`src/verilog/timer_params.svh`:
```
// Constants of the quad gated timer unit: register offsets, field positions,
// reset values and timing counts. Assumes a 32-bit APB slave on pclk.
//
// Operation
// - Count source: chain, clock, clock/16, pin
// - Four timers, one input, one output each
// - Capture on rising, falling or both edges
// - Reference match drives an output event
// - Output event: low pulse or toggle
// - Timer pairs cascade into 32-bit counter
// - External gate holds off or restarts counting
// - First gate pair 1/2, second 3/4
`ifndef TIMER_PARAMS_SVH
`define TIMER_PARAMS_SVH

// ----------------------------------------------------------------------------
// Register offsets
// ----------------------------------------------------------------------------
`define OFS_CTRL        12'h000
`define OFS_GATE        12'h004
`define OFS_STATUS      12'h008
`define OFS_MASK        12'h00C
`define OFS_TIMER_BASE  12'h010
`define OFS_TIMER_STEP  12'h010
`define OFS_T_MODE      4'h0
`define OFS_T_REF       4'h4
`define OFS_T_CAP       4'h8
`define OFS_T_CNT       4'hC

// ----------------------------------------------------------------------------
// Field positions
// ----------------------------------------------------------------------------
`define CTRL_EN_LSB     0
`define CTRL_CASC_LSB   4
`define GATE_EN_LSB     0
`define GATE_RST_LSB    4
`define STAT_REF_LSB    0
`define STAT_CAP_LSB    4

// ----------------------------------------------------------------------------
// Reset values
// ----------------------------------------------------------------------------
`define RST_CTRL        6'h00
`define RST_GATE        8'h00
`define RST_MASK        8'h00
`define RST_MODE        6'h00
`define RST_REF         16'hFFFF
`define RST_CNT         16'h0000

// ----------------------------------------------------------------------------
// Timing
// ----------------------------------------------------------------------------
`define PRESCALE_DIV    16
`define PRESCALE_MAX    4'hF

`endif

```
`src/verilog/pin_sync_note_placeholder_removed.sv`:
```
// No logic here; the pin synchroniser lives in pin_sync.sv.

```
`src/verilog/timer_pkg.sv`:
```
// Types of the quad gated timer unit.
// Assumes timer_params.svh supplies the numeric constants.
package timer_pkg;

  // --------------------------------------------------------------------------
  // Count sources and capture edges
  // --------------------------------------------------------------------------
  typedef enum logic [1:0] {
    SRC_CHAIN,
    SRC_CLOCK,
    SRC_CLOCK_DIV,
    SRC_PIN
  } source_type;

  typedef enum logic [1:0] {
    CAP_NONE,
    CAP_RISE,
    CAP_FALL,
    CAP_BOTH
  } capture_edge_type;

  // --------------------------------------------------------------------------
  // Carriers
  // --------------------------------------------------------------------------
  typedef struct packed {
    logic             restart;
    logic             toggle;
    capture_edge_type cap_edge;
    source_type       src;
  } mode_type;

  typedef struct packed {
    logic level;
    logic rise;
    logic fall;
  } pin_event_type;

endpackage

```
`src/verilog/pin_sync.sv`:
```
// Three-stage pin synchroniser with registered edge pulses.
// Assumes an asynchronous pin; a change counts once stages two and three agree.
`timescale 1ns/10ps

module pin_sync
(
  input  wire logic                    pclk,
  input  wire logic                    presetn,
  input  wire logic                    pin,
  output timer_pkg::pin_event_type     ev
);

  logic meta_q;
  logic sync2_q;
  logic sync3_q;
  logic stable_q;
  logic rise_q;
  logic fall_q;

  // --------------------------------------------------------------------------
  // Synchroniser chain
  // --------------------------------------------------------------------------
  always_ff @(posedge pclk or negedge presetn)
  begin
    if (!presetn)
    begin
      meta_q  <= 1'b0;
      sync2_q <= 1'b0;
      sync3_q <= 1'b0;
    end
    else
    begin
      meta_q  <= pin;
      sync2_q <= meta_q;
      sync3_q <= sync2_q;
    end
  end

  // --------------------------------------------------------------------------
  // Agreement filter and edges, one pulse per qualified change
  // --------------------------------------------------------------------------
  always_ff @(posedge pclk or negedge presetn)
  begin
    if (!presetn)
    begin
      stable_q <= 1'b0;
      rise_q   <= 1'b0;
      fall_q   <= 1'b0;
    end
    else
    begin
      rise_q <= 1'b0;
      fall_q <= 1'b0;
      if (sync2_q == sync3_q && sync3_q != stable_q)
      begin
        stable_q <= sync3_q;
        rise_q   <= sync3_q;
        fall_q   <= !sync3_q;
      end
    end
  end

  assign ev.level = stable_q;
  assign ev.rise  = rise_q;
  assign ev.fall  = fall_q;

endmodule

```
`src/verilog/quad_gated_timer_unit.sv`:
```
// Four 16-bit timers with capture, reference output, gating and cascade,
// reached over a zero-wait APB slave.
// Assumes pins are asynchronous to pclk; gate pins are active low.
`timescale 1ns/10ps
`include "timer_params.svh"

module quad_gated_timer_unit
(
  input  wire logic        pclk,
  input  wire logic        presetn,
  input  wire logic        psel,
  input  wire logic        penable,
  input  wire logic        pwrite,
  input  wire logic [11:0] paddr,
  input  wire logic [31:0] pwdata,
  output logic      [31:0] prdata,
  output logic             pready,
  output logic             pslverr,
  input  wire logic [3:0]  timer_input_pins,
  input  wire logic        gate_pin_first_pair,
  input  wire logic        gate_pin_second_pair,
  output logic      [3:0]  timer_output_pins,
  output logic             irq
);

  localparam int NT = 4;

  logic [5:0]               ctrl_q;
  logic [7:0]               gate_cfg_q;
  logic [7:0]               status_q;
  logic [7:0]               mask_q;
  timer_pkg::mode_type      mode_q [NT];
  logic [15:0]              ref_q  [NT];
  logic [15:0]              cap_q  [NT];
  logic [15:0]              cnt_q  [NT];
  logic [3:0]               out_q;
  logic [3:0]               hit_q;
  logic [3:0]               presc_q;
  logic                     presc_tick;
  logic [31:0]              rdata_q;
  logic                     err_q;
  timer_pkg::pin_event_type tin_ev  [NT];
  timer_pkg::pin_event_type gate_ev [2];
  logic [3:0]               tick;
  logic [3:0]               run;
  logic [3:0]               hit;
  logic [3:0]               gate_restart;
  logic [3:0]               cap_hit;
  logic                     wr_en;
  logic                     setup;

  // --------------------------------------------------------------------------
  // Helpers
  // --------------------------------------------------------------------------
  function automatic logic edge_match(input timer_pkg::pin_event_type ev,
                                      input timer_pkg::capture_edge_type sel);
    logic m;
    m = 1'b0;
    unique case (sel)
      timer_pkg::CAP_NONE: m = 1'b0;
      timer_pkg::CAP_RISE: m = ev.rise;
      timer_pkg::CAP_FALL: m = ev.fall;
      timer_pkg::CAP_BOTH: m = ev.rise | ev.fall;
    endcase
    return m;
  endfunction

  function automatic logic timer_addr(input logic [11:0] a, input int idx, input logic [3:0] ofs);
    logic [11:0] base;
    base = `OFS_TIMER_BASE + 12'(idx) * `OFS_TIMER_STEP;
    return a == (base + {8'h00, ofs});
  endfunction

  function automatic logic cascaded(input logic [5:0] c, input int idx);
    return c[`CTRL_CASC_LSB + idx / 2];
  endfunction

  // --------------------------------------------------------------------------
  // Pin synchronisers
  // --------------------------------------------------------------------------
  for (genvar g = 0; g < NT; g++)
  begin : g_tin
    pin_sync u_tin
    (
      .pclk    (pclk),
      .presetn (presetn),
      .pin     (timer_input_pins[g]),
      .ev      (tin_ev[g])
    );
  end

  pin_sync u_gate_a
  (
    .pclk    (pclk),
    .presetn (presetn),
    .pin     (gate_pin_first_pair),
    .ev      (gate_ev[0])
  );

  pin_sync u_gate_b
  (
    .pclk    (pclk),
    .presetn (presetn),
    .pin     (gate_pin_second_pair),
    .ev      (gate_ev[1])
  );

  // --------------------------------------------------------------------------
  // Clock divided by sixteen
  // --------------------------------------------------------------------------
  always_ff @(posedge pclk or negedge presetn)
  begin
    if (!presetn)
      presc_q <= 4'h0;
    else
      presc_q <= presc_q + 4'h1;
  end

  assign presc_tick = (presc_q == `PRESCALE_MAX);

  // --------------------------------------------------------------------------
  // Count enables, gating and reference match
  // --------------------------------------------------------------------------
  always_comb
  begin
    for (int i = 0; i < NT; i++)
    begin
      // Chained sources use last cycle's match so no loop can form
      unique case (mode_q[i].src)
        timer_pkg::SRC_CHAIN:     tick[i] = hit_q[(i + NT - 1) % NT];
        timer_pkg::SRC_CLOCK:     tick[i] = 1'b1;
        timer_pkg::SRC_CLOCK_DIV: tick[i] = presc_tick;
        timer_pkg::SRC_PIN:       tick[i] = tin_ev[i].rise;
      endcase
      if ((i % 2) == 1 && cascaded(ctrl_q, i))
        tick[i] = hit_q[i - 1];
      // Gate pin low lets the governed timer count
      run[i] = ctrl_q[`CTRL_EN_LSB + i] && tick[i] &&
               !(gate_cfg_q[`GATE_EN_LSB + i] && gate_ev[i / 2].level);
      gate_restart[i] = gate_cfg_q[`GATE_EN_LSB + i] && gate_cfg_q[`GATE_RST_LSB + i] &&
                        gate_ev[i / 2].fall;
      hit[i] = run[i] && (cnt_q[i] == ref_q[i]);
      cap_hit[i] = ctrl_q[`CTRL_EN_LSB + i] && edge_match(tin_ev[i], mode_q[i].cap_edge);
    end
  end

  // --------------------------------------------------------------------------
  // APB decode
  // --------------------------------------------------------------------------
  assign setup  = psel && !penable;
  assign wr_en  = psel && penable && pwrite && !err_q;
  assign pready = 1'b1;

  always_ff @(posedge pclk or negedge presetn)
  begin
    if (!presetn)
    begin
      rdata_q <= 32'h0000_0000;
      err_q   <= 1'b0;
    end
    else if (setup)
    begin
      rdata_q <= 32'h0000_0000;
      err_q   <= 1'b1;
      if (paddr == `OFS_CTRL)
      begin
        rdata_q <= {26'h000_0000, ctrl_q};
        err_q   <= 1'b0;
      end
      if (paddr == `OFS_GATE)
      begin
        rdata_q <= {24'h00_0000, gate_cfg_q};
        err_q   <= 1'b0;
      end
      if (paddr == `OFS_STATUS)
      begin
        rdata_q <= {24'h00_0000, status_q};
        err_q   <= 1'b0;
      end
      if (paddr == `OFS_MASK)
      begin
        rdata_q <= {24'h00_0000, mask_q};
        err_q   <= 1'b0;
      end
      for (int i = 0; i < NT; i++)
      begin
        if (timer_addr(paddr, i, `OFS_T_MODE))
        begin
          rdata_q <= {26'h000_0000, mode_q[i]};
          err_q   <= 1'b0;
        end
        if (timer_addr(paddr, i, `OFS_T_REF))
        begin
          rdata_q <= {16'h0000, ref_q[i]};
          err_q   <= 1'b0;
        end
        if (timer_addr(paddr, i, `OFS_T_CAP))
        begin
          rdata_q <= {16'h0000, cap_q[i]};
          err_q   <= 1'b0;
        end
        if (timer_addr(paddr, i, `OFS_T_CNT))
        begin
          rdata_q <= {16'h0000, cnt_q[i]};
          err_q   <= 1'b0;
        end
      end
      // Writes return zero so stale register contents never leak onto the bus
      if (pwrite)
        rdata_q <= 32'h0000_0000;
    end
  end

  assign prdata  = rdata_q;
  assign pslverr = psel && penable && err_q;

  // --------------------------------------------------------------------------
  // Configuration registers
  // --------------------------------------------------------------------------
  always_ff @(posedge pclk or negedge presetn)
  begin
    if (!presetn)
    begin
      ctrl_q     <= `RST_CTRL;
      gate_cfg_q <= `RST_GATE;
      mask_q     <= `RST_MASK;
      for (int i = 0; i < NT; i++)
      begin
        mode_q[i] <= `RST_MODE;
        ref_q[i]  <= `RST_REF;
      end
    end
    else if (wr_en)
    begin
      if (paddr == `OFS_CTRL)
        ctrl_q <= pwdata[5:0];
      if (paddr == `OFS_GATE)
        gate_cfg_q <= pwdata[7:0];
      if (paddr == `OFS_MASK)
        mask_q <= pwdata[7:0];
      for (int i = 0; i < NT; i++)
      begin
        if (timer_addr(paddr, i, `OFS_T_MODE))
          mode_q[i] <= pwdata[5:0];
        if (timer_addr(paddr, i, `OFS_T_REF))
          ref_q[i] <= pwdata[15:0];
      end
    end
  end

  // --------------------------------------------------------------------------
  // Counters; a software write wins over counting
  // --------------------------------------------------------------------------
  always_ff @(posedge pclk or negedge presetn)
  begin
    if (!presetn)
    begin
      for (int i = 0; i < NT; i++)
        cnt_q[i] <= `RST_CNT;
    end
    else
    begin
      for (int i = 0; i < NT; i++)
      begin
        if (wr_en && timer_addr(paddr, i, `OFS_T_CNT))
          cnt_q[i] <= pwdata[15:0];
        else if (gate_restart[i])
          cnt_q[i] <= `RST_CNT;
        else if (hit[i] && mode_q[i].restart)
          cnt_q[i] <= `RST_CNT;
        else if (run[i])
          cnt_q[i] <= cnt_q[i] + 16'h0001;
      end
    end
  end

  // --------------------------------------------------------------------------
  // Capture
  // --------------------------------------------------------------------------
  always_ff @(posedge pclk or negedge presetn)
  begin
    if (!presetn)
    begin
      for (int i = 0; i < NT; i++)
        cap_q[i] <= 16'h0000;
    end
    else
    begin
      for (int i = 0; i < NT; i++)
        if (cap_hit[i])
          cap_q[i] <= cnt_q[i];
    end
  end

  // --------------------------------------------------------------------------
  // Timer outputs; a cascaded lower timer leaves its pin idle high
  // --------------------------------------------------------------------------
  always_ff @(posedge pclk or negedge presetn)
  begin
    if (!presetn)
    begin
      out_q <= 4'hF;
      hit_q <= 4'h0;
    end
    else
    begin
      hit_q <= hit;
      for (int i = 0; i < NT; i++)
      begin
        if ((i % 2) == 0 && cascaded(ctrl_q, i + 1))
          out_q[i] <= 1'b1;
        else if (mode_q[i].toggle)
          out_q[i] <= hit[i] ? !out_q[i] : out_q[i];
        else
          out_q[i] <= !hit[i];
      end
    end
  end

  assign timer_output_pins = out_q;

  // --------------------------------------------------------------------------
  // Event status and interrupt; a new event wins over a clear
  // --------------------------------------------------------------------------
  always_ff @(posedge pclk or negedge presetn)
  begin
    if (!presetn)
      status_q <= 8'h00;
    else
    begin
      if (wr_en && paddr == `OFS_STATUS)
        status_q <= (status_q & ~pwdata[7:0]) | {cap_hit, hit};
      else
        status_q <= status_q | {cap_hit, hit};
    end
  end

  assign irq = |(status_q & mask_q);

endmodule

```
`config.mk`:
```
export PLATFORM = sky130hd
export DESIGN_NAME = quad_gated_timer_unit
export DESIGN_NICKNAME = d
export VERILOG_FILES = /design/src/verilog/pin_sync_note_placeholder_removed.sv /design/src/verilog/timer_pkg.sv /design/src/verilog/pin_sync.sv /design/src/verilog/quad_gated_timer_unit.sv
export VERILOG_INCLUDE_DIRS = /design/src /design/src/verilog
export SDC_FILE = /design/constraint.sdc
export NUM_CORES = 1
export LEC_CHECK = 0
export BUFFER_PORTS_ARGS = -buffer_cell sky130_fd_sc_hd__buf_2
export CAP_MARGIN = 10
export CORE_AREA = 3 3 233 235
export CTS_BUF_LIST = sky130_fd_sc_hd__clkbuf_16
export DETAILED_ROUTE_END_ITERATION = 12
export DIE_AREA = 0 0 236 238
export HOLD_SLACK_MARGIN = 0.02
export SYNTH_ARGS = -nofsm -noshare
export SYNTH_HDL_FRONTEND = slang
export SYNTH_HIERARCHICAL = 1
export SYNTH_SLANG_ARGS = --single-unit
```
`constraint.sdc`:
```
create_clock -name pclk -period 3.25 [get_ports pclk]
set_input_delay 0.325 -clock pclk [delete_from_list [all_inputs] [get_ports pclk]]
set_output_delay 0.325 -clock pclk [all_outputs]
set_load 0.01 [all_outputs]
```
# --- Yosys cells after proc, flatten, opt, wreduce, memory -nomap -nowiden ---
# Index checks and enable logic that the tools add are counted.
totals:
  ff_bits: 325
  inputBits: 55
op_classes:
  mux: 88
  bitwise: 9
  add_sub_neg: 5
  n_eq_ne: 64
  n_reduce_logical: 93
op_table:
  columns: ["cell", "n"]
  rows:
  - ["$mux W32", 20]
  - ["$mux W16", 16]
  - ["$eq A12 B6 Y1 const B", 8]
  - ["$add A16 B1 Y16 const B", 4]
  - ["$eq A16 B16 Y1", 4]
  - ["$eq A12 B5 Y1 const B", 4]
  - ["$eq A12 B7 Y1 const B", 4]
  - ["$logic_and A1 B1 Y1", 48]
  - ["$mux W1", 42]
  - ["$eq A2 B2 Y1 const B", 16]
  - ["$pmux W1 S4", 8]
  - ["$eq A12 B4 Y1 const B", 2]
  - ["$reduce_and A2 Y1", 11]
  - ["$logic_not A1 Y1", 20]
  - ["$and A8 B8 Y8", 2]
  - ["$eq A2 B1 Y1 const B", 8]
  - ["$logic_not A2 Y1", 8]
  - ["$or A8 B8 Y8", 2]
  - ["$reduce_bool A4 Y1", 4]
  - ["$eq A12 B3 Y1 const B", 1]
  - ["$logic_not A12 Y1", 1]
  - ["$mux W8", 1]
  - ["$not A8 Y8", 1]
  - ["$reduce_or A8 Y1", 1]
  - ["8 further kinds", 23]

# --- Longest topological paths before layout ---
depth:
  word_depth: 22
  mapped_depth: 10
  ltp_nobuf: 7

# --- Cells and area by module ---
# The synthesis kept the hierarchy.
modules_own_cells:
  columns: ["module", "cells_each", "seq_area_each_um2", "n_inst", "area_per_inst_um2"]
  rows:
  - ["quad_gated_timer_unit", 1631, 6966.7, 1, 16054.1]
  - ["pin_sync", 12, 150.1, 6, 201.4]

# --- Worst setup path before layout ---
# Ideal clock, no wire load.
synth_path:
  kind: "input -> register"
  from: "in paddr[7]"
  to: "reg rdata_q[2], in the netlist prdata[2]"
  required_time_ps: 3132
  setup_ps: 118
  stages: 8
  n_path_buf: 2
  arrival_ps: 2255
  slack_ps: 877
  path_cell_list: "buf_4 > or4b_4 > buf_6 > or3_4 > nand2_2 > a211oi_1 > or4_1 > a21o_1"
synth_between:
  elab_chain_cells: 22
synth_lines:
  columns: ["element", "line", "source"]
  rows:
  - ["start: declaration", "quad_gated_timer_unit.sv:14", "input wire logic [11:0] paddr,"]
  - ["$logic_not A12 Y1 (no line)", null, null]
  - ["$mux W6", "quad_gated_timer_unit.sv:165", "if (paddr == `OFS_CTRL)"]
  - ["$mux W32", "quad_gated_timer_unit.sv:170", "if (paddr == `OFS_GATE)"]
  - ["$mux W32", "quad_gated_timer_unit.sv:175", "if (paddr == `OFS_STATUS)"]
  - ["$mux W32", "quad_gated_timer_unit.sv:180", "if (paddr == `OFS_MASK)"]
  - ["$mux W32", "quad_gated_timer_unit.sv:187", "if (timer_addr(paddr, i, `OFS_T_MODE))"]
  - ["$mux W32", "quad_gated_timer_unit.sv:192", "if (timer_addr(paddr, i, `OFS_T_REF))"]
  - ["$mux W32", "quad_gated_timer_unit.sv:197", "if (timer_addr(paddr, i, `OFS_T_CAP))"]
  - ["[6 not listed]", null, null]
  - ["$mux W32", "quad_gated_timer_unit.sv:192", null]
  - ["$mux W32", "quad_gated_timer_unit.sv:197", null]
  - ["$mux W32", "quad_gated_timer_unit.sv:202", "if (timer_addr(paddr, i, `OFS_T_CNT))"]
  - ["$mux W32", "quad_gated_timer_unit.sv:187", null]
  - ["$mux W32", "quad_gated_timer_unit.sv:192", null]
  - ["$mux W32", "quad_gated_timer_unit.sv:197", null]
  - ["$mux W32 *", "quad_gated_timer_unit.sv:202", null]
  - ["$mux W32 *", "quad_gated_timer_unit.sv:209", "if (pwrite)"]
  - ["end signal: assignment", "quad_gated_timer_unit.sv:194", "rdata_q <= {16'h0000, ref_q[i]};"]
  - ["end signal: assignment", "quad_gated_timer_unit.sv:199", "rdata_q <= {16'h0000, cap_q[i]};"]
  - ["end signal: assignment", "quad_gated_timer_unit.sv:204", "rdata_q <= {16'h0000, cnt_q[i]};"]
  - ["end: declaration", "quad_gated_timer_unit.sv:40", "logic [31:0] rdata_q;"]
# Mark *: on every way between the ends. The rest lies on a longest branch, timed or not.
# A chain may end at the register's enable or synchronous reset.

# --- Final worst setup path ---
layout_path:
  from: "reg presc_q[0]"
  to: "reg cnt_q[38] (netlist name)"
layout_between:
  elab_chain_cells: 10
layout_lines:
  columns: ["element", "line", "source"]
  rows:
  - ["start: declaration", "quad_gated_timer_unit.sv:38", "logic [3:0] presc_q;"]
  - ["start signal: assignment", "quad_gated_timer_unit.sv:116", "presc_q <= presc_q + 4'h1;"]
  - ["$eq A4 B4 Y1 (no line) *", null, null]
  - ["$pmux W1 S4 *", "quad_gated_timer_unit.sv:129", "unique case (mode_q[i].src)"]
  - ["$mux W1 *", "quad_gated_timer_unit.sv:135", "if ((i % 2) == 1 && cascaded(ctrl_q, i))"]
  - ["$logic_and A1 B1 Y1 * (2 in a row)", "quad_gated_timer_unit.sv:138", "run[i] = ctrl_q[`CTRL_EN_LSB + i] && tick[i] &&"]
  - ["$logic_and A1 B1 Y1", "quad_gated_timer_unit.sv:142", "hit[i] = run[i] && (cnt_q[i] == ref_q[i]);"]
  - ["$logic_and A1 B1 Y1", "quad_gated_timer_unit.sv:269", "else if (hit[i] && mode_q[i].restart)"]
  - ["$mux W16", "quad_gated_timer_unit.sv:269", null]
  - ["$mux W16", "quad_gated_timer_unit.sv:267", "else if (gate_restart[i])"]
  - ["$mux W16", "quad_gated_timer_unit.sv:265", "if (wr_en && timer_addr(paddr, i, `OFS_T_CNT))"]
  - ["end signal: indexed assignment", "quad_gated_timer_unit.sv:266", "cnt_q[i] <= pwdata[15:0];"]
  - ["end signal: indexed assignment", "quad_gated_timer_unit.sv:268", "cnt_q[i] <= `RST_CNT;"]
  - ["end signal: indexed assignment", "quad_gated_timer_unit.sv:270", "cnt_q[i] <= `RST_CNT;"]
  - ["end: declaration", "quad_gated_timer_unit.sv:35", "logic [15:0] cnt_q [NT];"]
# Marked as above.

==> summary.md <==
| Metric | Value |
|---|---|
| Remaining DRCs | 0 |
| DP HPWL | 43.6 mm |
| Synth Instances | 1693 |
| Lkg Pwr | 9.02 nW |
| Hold path cells | 3 |
| Via Count | 14400 |
| Post-DR vias/cell | 5.86 |
| Gate power share | 5.3% |
| Clk sinks | 309 |
| Port bufs | 60 |
| Syn Std Cell Area | 0.0171 mm² |
| RSZ-0062 raised after global routing | false |
| Worst r2r path cells | 7 |
| Crit path capture type | register |
| CP Class | reg -> reg |
| Post-route clock period utilization | 88.6% |
| Final hold viol count | 0 |
| Share of layout cells above drive strength 1 | 26.8% |
| Vias in the first global route | 14300 |
| CTS tree | done |
| Setup crit start kind | register |
| Clock-pin transition on the worst setup and hold timing paths | 60 ps |
| Max Fanout on Critical Path | 15 |
| Hold endpoint | cnt_q[59] |
| Grt met2 use | 34.2% |
| P_sw | 2.01 mW |
| Min Tclk post-route | 2880 ps |
| Int Power | 6.17 mW |
| Die height | 238 µm |
| Worst path required time | 3700 ps |
| Detailed Route WL | 61.4 mm |
| Slew Viols, Final | 0 |
| Wirelength per Cell | 25.0 µm |
| Worst skew pair latency | 550 ps |
| Core Footprint | 0.0524 mm² |
| Setup bufs post-CTS | 0 |
| DRT antenna net count | 0 |
| Pin count of the biggest net entering global routing | 81 |
| Remaining Overflow, GRT | 0 |
| I/O pins | 94 |
| GR peak layer | met2 |
| Starting density of the core | 32.7% |
| Final Total Pwr | 8.18 mW |
| Setup-failing EPs final | 0 |
| GP Congestion | 0.984 |
| Reg2Reg Capture Point | cnt_q[38] |
| Met3 global-route usage | 3.11% |
| DRT Pass-1 Iters | 5 |
| Root buf cell | clkbuf_16 |
| TNS Setup | 0 ps |
| Rows | 84 |
| Nets@finish | 1795 |
| Worst reg-to-reg setup slack | 370 ps |
| Die area | 0.0562 mm² |
| Clk pwr share | 46.8% |
| Status | finished, final reports clean |
| Max-cap check violation count | 0 |
| Max Buffers Root-to-Sink | 3 |
| Worst-Margin Slew | 1100 ps |
| Skew final | 17.8 ps |
| Reg power frac | 47.9% |
| Area delta synth->final | 13.2% |
| Worst Hold Class | in -> reg |
| Fmax | 347 MHz |
| Hold_sp | pwdata[11] |
| Met1 usage | 29.3% |
| 1st-iter DRT viols | 1557 |
| CTS Buf Count | 37 |
| Critical R2R Launch | presc_q[0] |
| CP arrival | 3330 ps |
| First-pass GRT wire length | 92.4 mm |
| Peak supply drop | 0.000291 V |
| Global Route Usage Sum | 21.4% |
| Antenna violations before repair | 2 |
| Cell Pwr Density | 421 mW/mm² |
| Yosys warning count | 6 |
| Switch share | 24.6% |
| Die width | 236 µm |
| Syn avg cell area | 10.1 µm² |
| Slew headroom | 26.4% |
| H-tree lvl count | 2 |
[worst max-delay path by stage]
stage / start / to / cells after the start
2_1_floorplan: paddr[7] / prdata[2] / 8
3_3_place_gp: paddr[9] / prdata[15] / 8
3_5_place_dp: presc_q[0] / cnt_q[38] / 7
4_1_cts: presc_q[0] / cnt_q[38] / 7
5_1_grt: presc_q[0] / cnt_q[44] / 7
6_report: presc_q[0] / cnt_q[38] / 7
[stage by stage]
step                cells  worst slack, ps  cell area, µm²  utilization, %  hold WS, ps
CTS                  2452              348           19400            37.0          206
global route         2454              115           19400            37.0          230
finish               2454              369           19400            37.0          220
detailed placement   2377              362           18200            34.8          335
floorplan            1708              877           17200               -         29.4
global placement     2377              364           18200            34.8          332
[critical path, cell delays in order, from the launching register on]
cell	delay (ps)
dfrtp_1	370
ha_1	200
nand3_1	300
o2111ai_1	340
o2111ai_1	480
nand2b_1	700
a21oi_1	130
a211oi_1	260
[state kept, by name (all words and copies together), names as in the netlist, 6 cells and up]
register / flops
mode_q: 24
cnt_q: 64
prdata: 16
status_q: 8
ref_q: 64
mask_q: 8
ctrl_q: 6
cap_q: 64
gate_cfg_q: 8
[cell type report]
cell class                 instances  area (µm²)
clock inverter                    29         125
clock buffer                      39         976
tap                              688         861
sequential                       309        7820
antenna                            2        5.00
timing repair buffer             140         978
fill                            5256       33000
multi-input combinational       1230        8590
inverter                          17        63.8
[power by group through the flow]
stage | combinational (mW) | sequential [mW] | clock (mW)
2_1_floorplan | 0.204 | 3.98 | 0
3_3_place_gp | 0.422 | 3.98 | 0
3_5_place_dp | 0.425 | 3.98 | 0
4_1_cts | 0.433 | 3.92 | 3.90
5_1_grt | 0.464 | 3.92 | 4.08
6_report | 0.432 | 3.92 | 3.83
[cells in the final DEF, fill, tap and decap left out, drive strengths merged, types with 26 or more instances in the layout]
master and count:
buf 133, a21oi 128, nor4 26, dfrtp 241, inv 28, clkbuf 39
xor2 65, nand3 53, a221oi 28, mux2 173, nor2 82, o21ai 64
nand2 193, dfstp 68
[metal layers]
layer / part of all wire (%) / up-vias
met3: 6.6 / 129
met1: 43 / 7332
met4: 3.9 / 0
met5: 0 / -
met2: 46 / 571
li1: - / 6340
[timing repair]
action,CTS,global route
hold buffers,7,0
gates resized for setup,0,0
hold endpoints to repair,76,0
(Power assumes the default switching activity.)
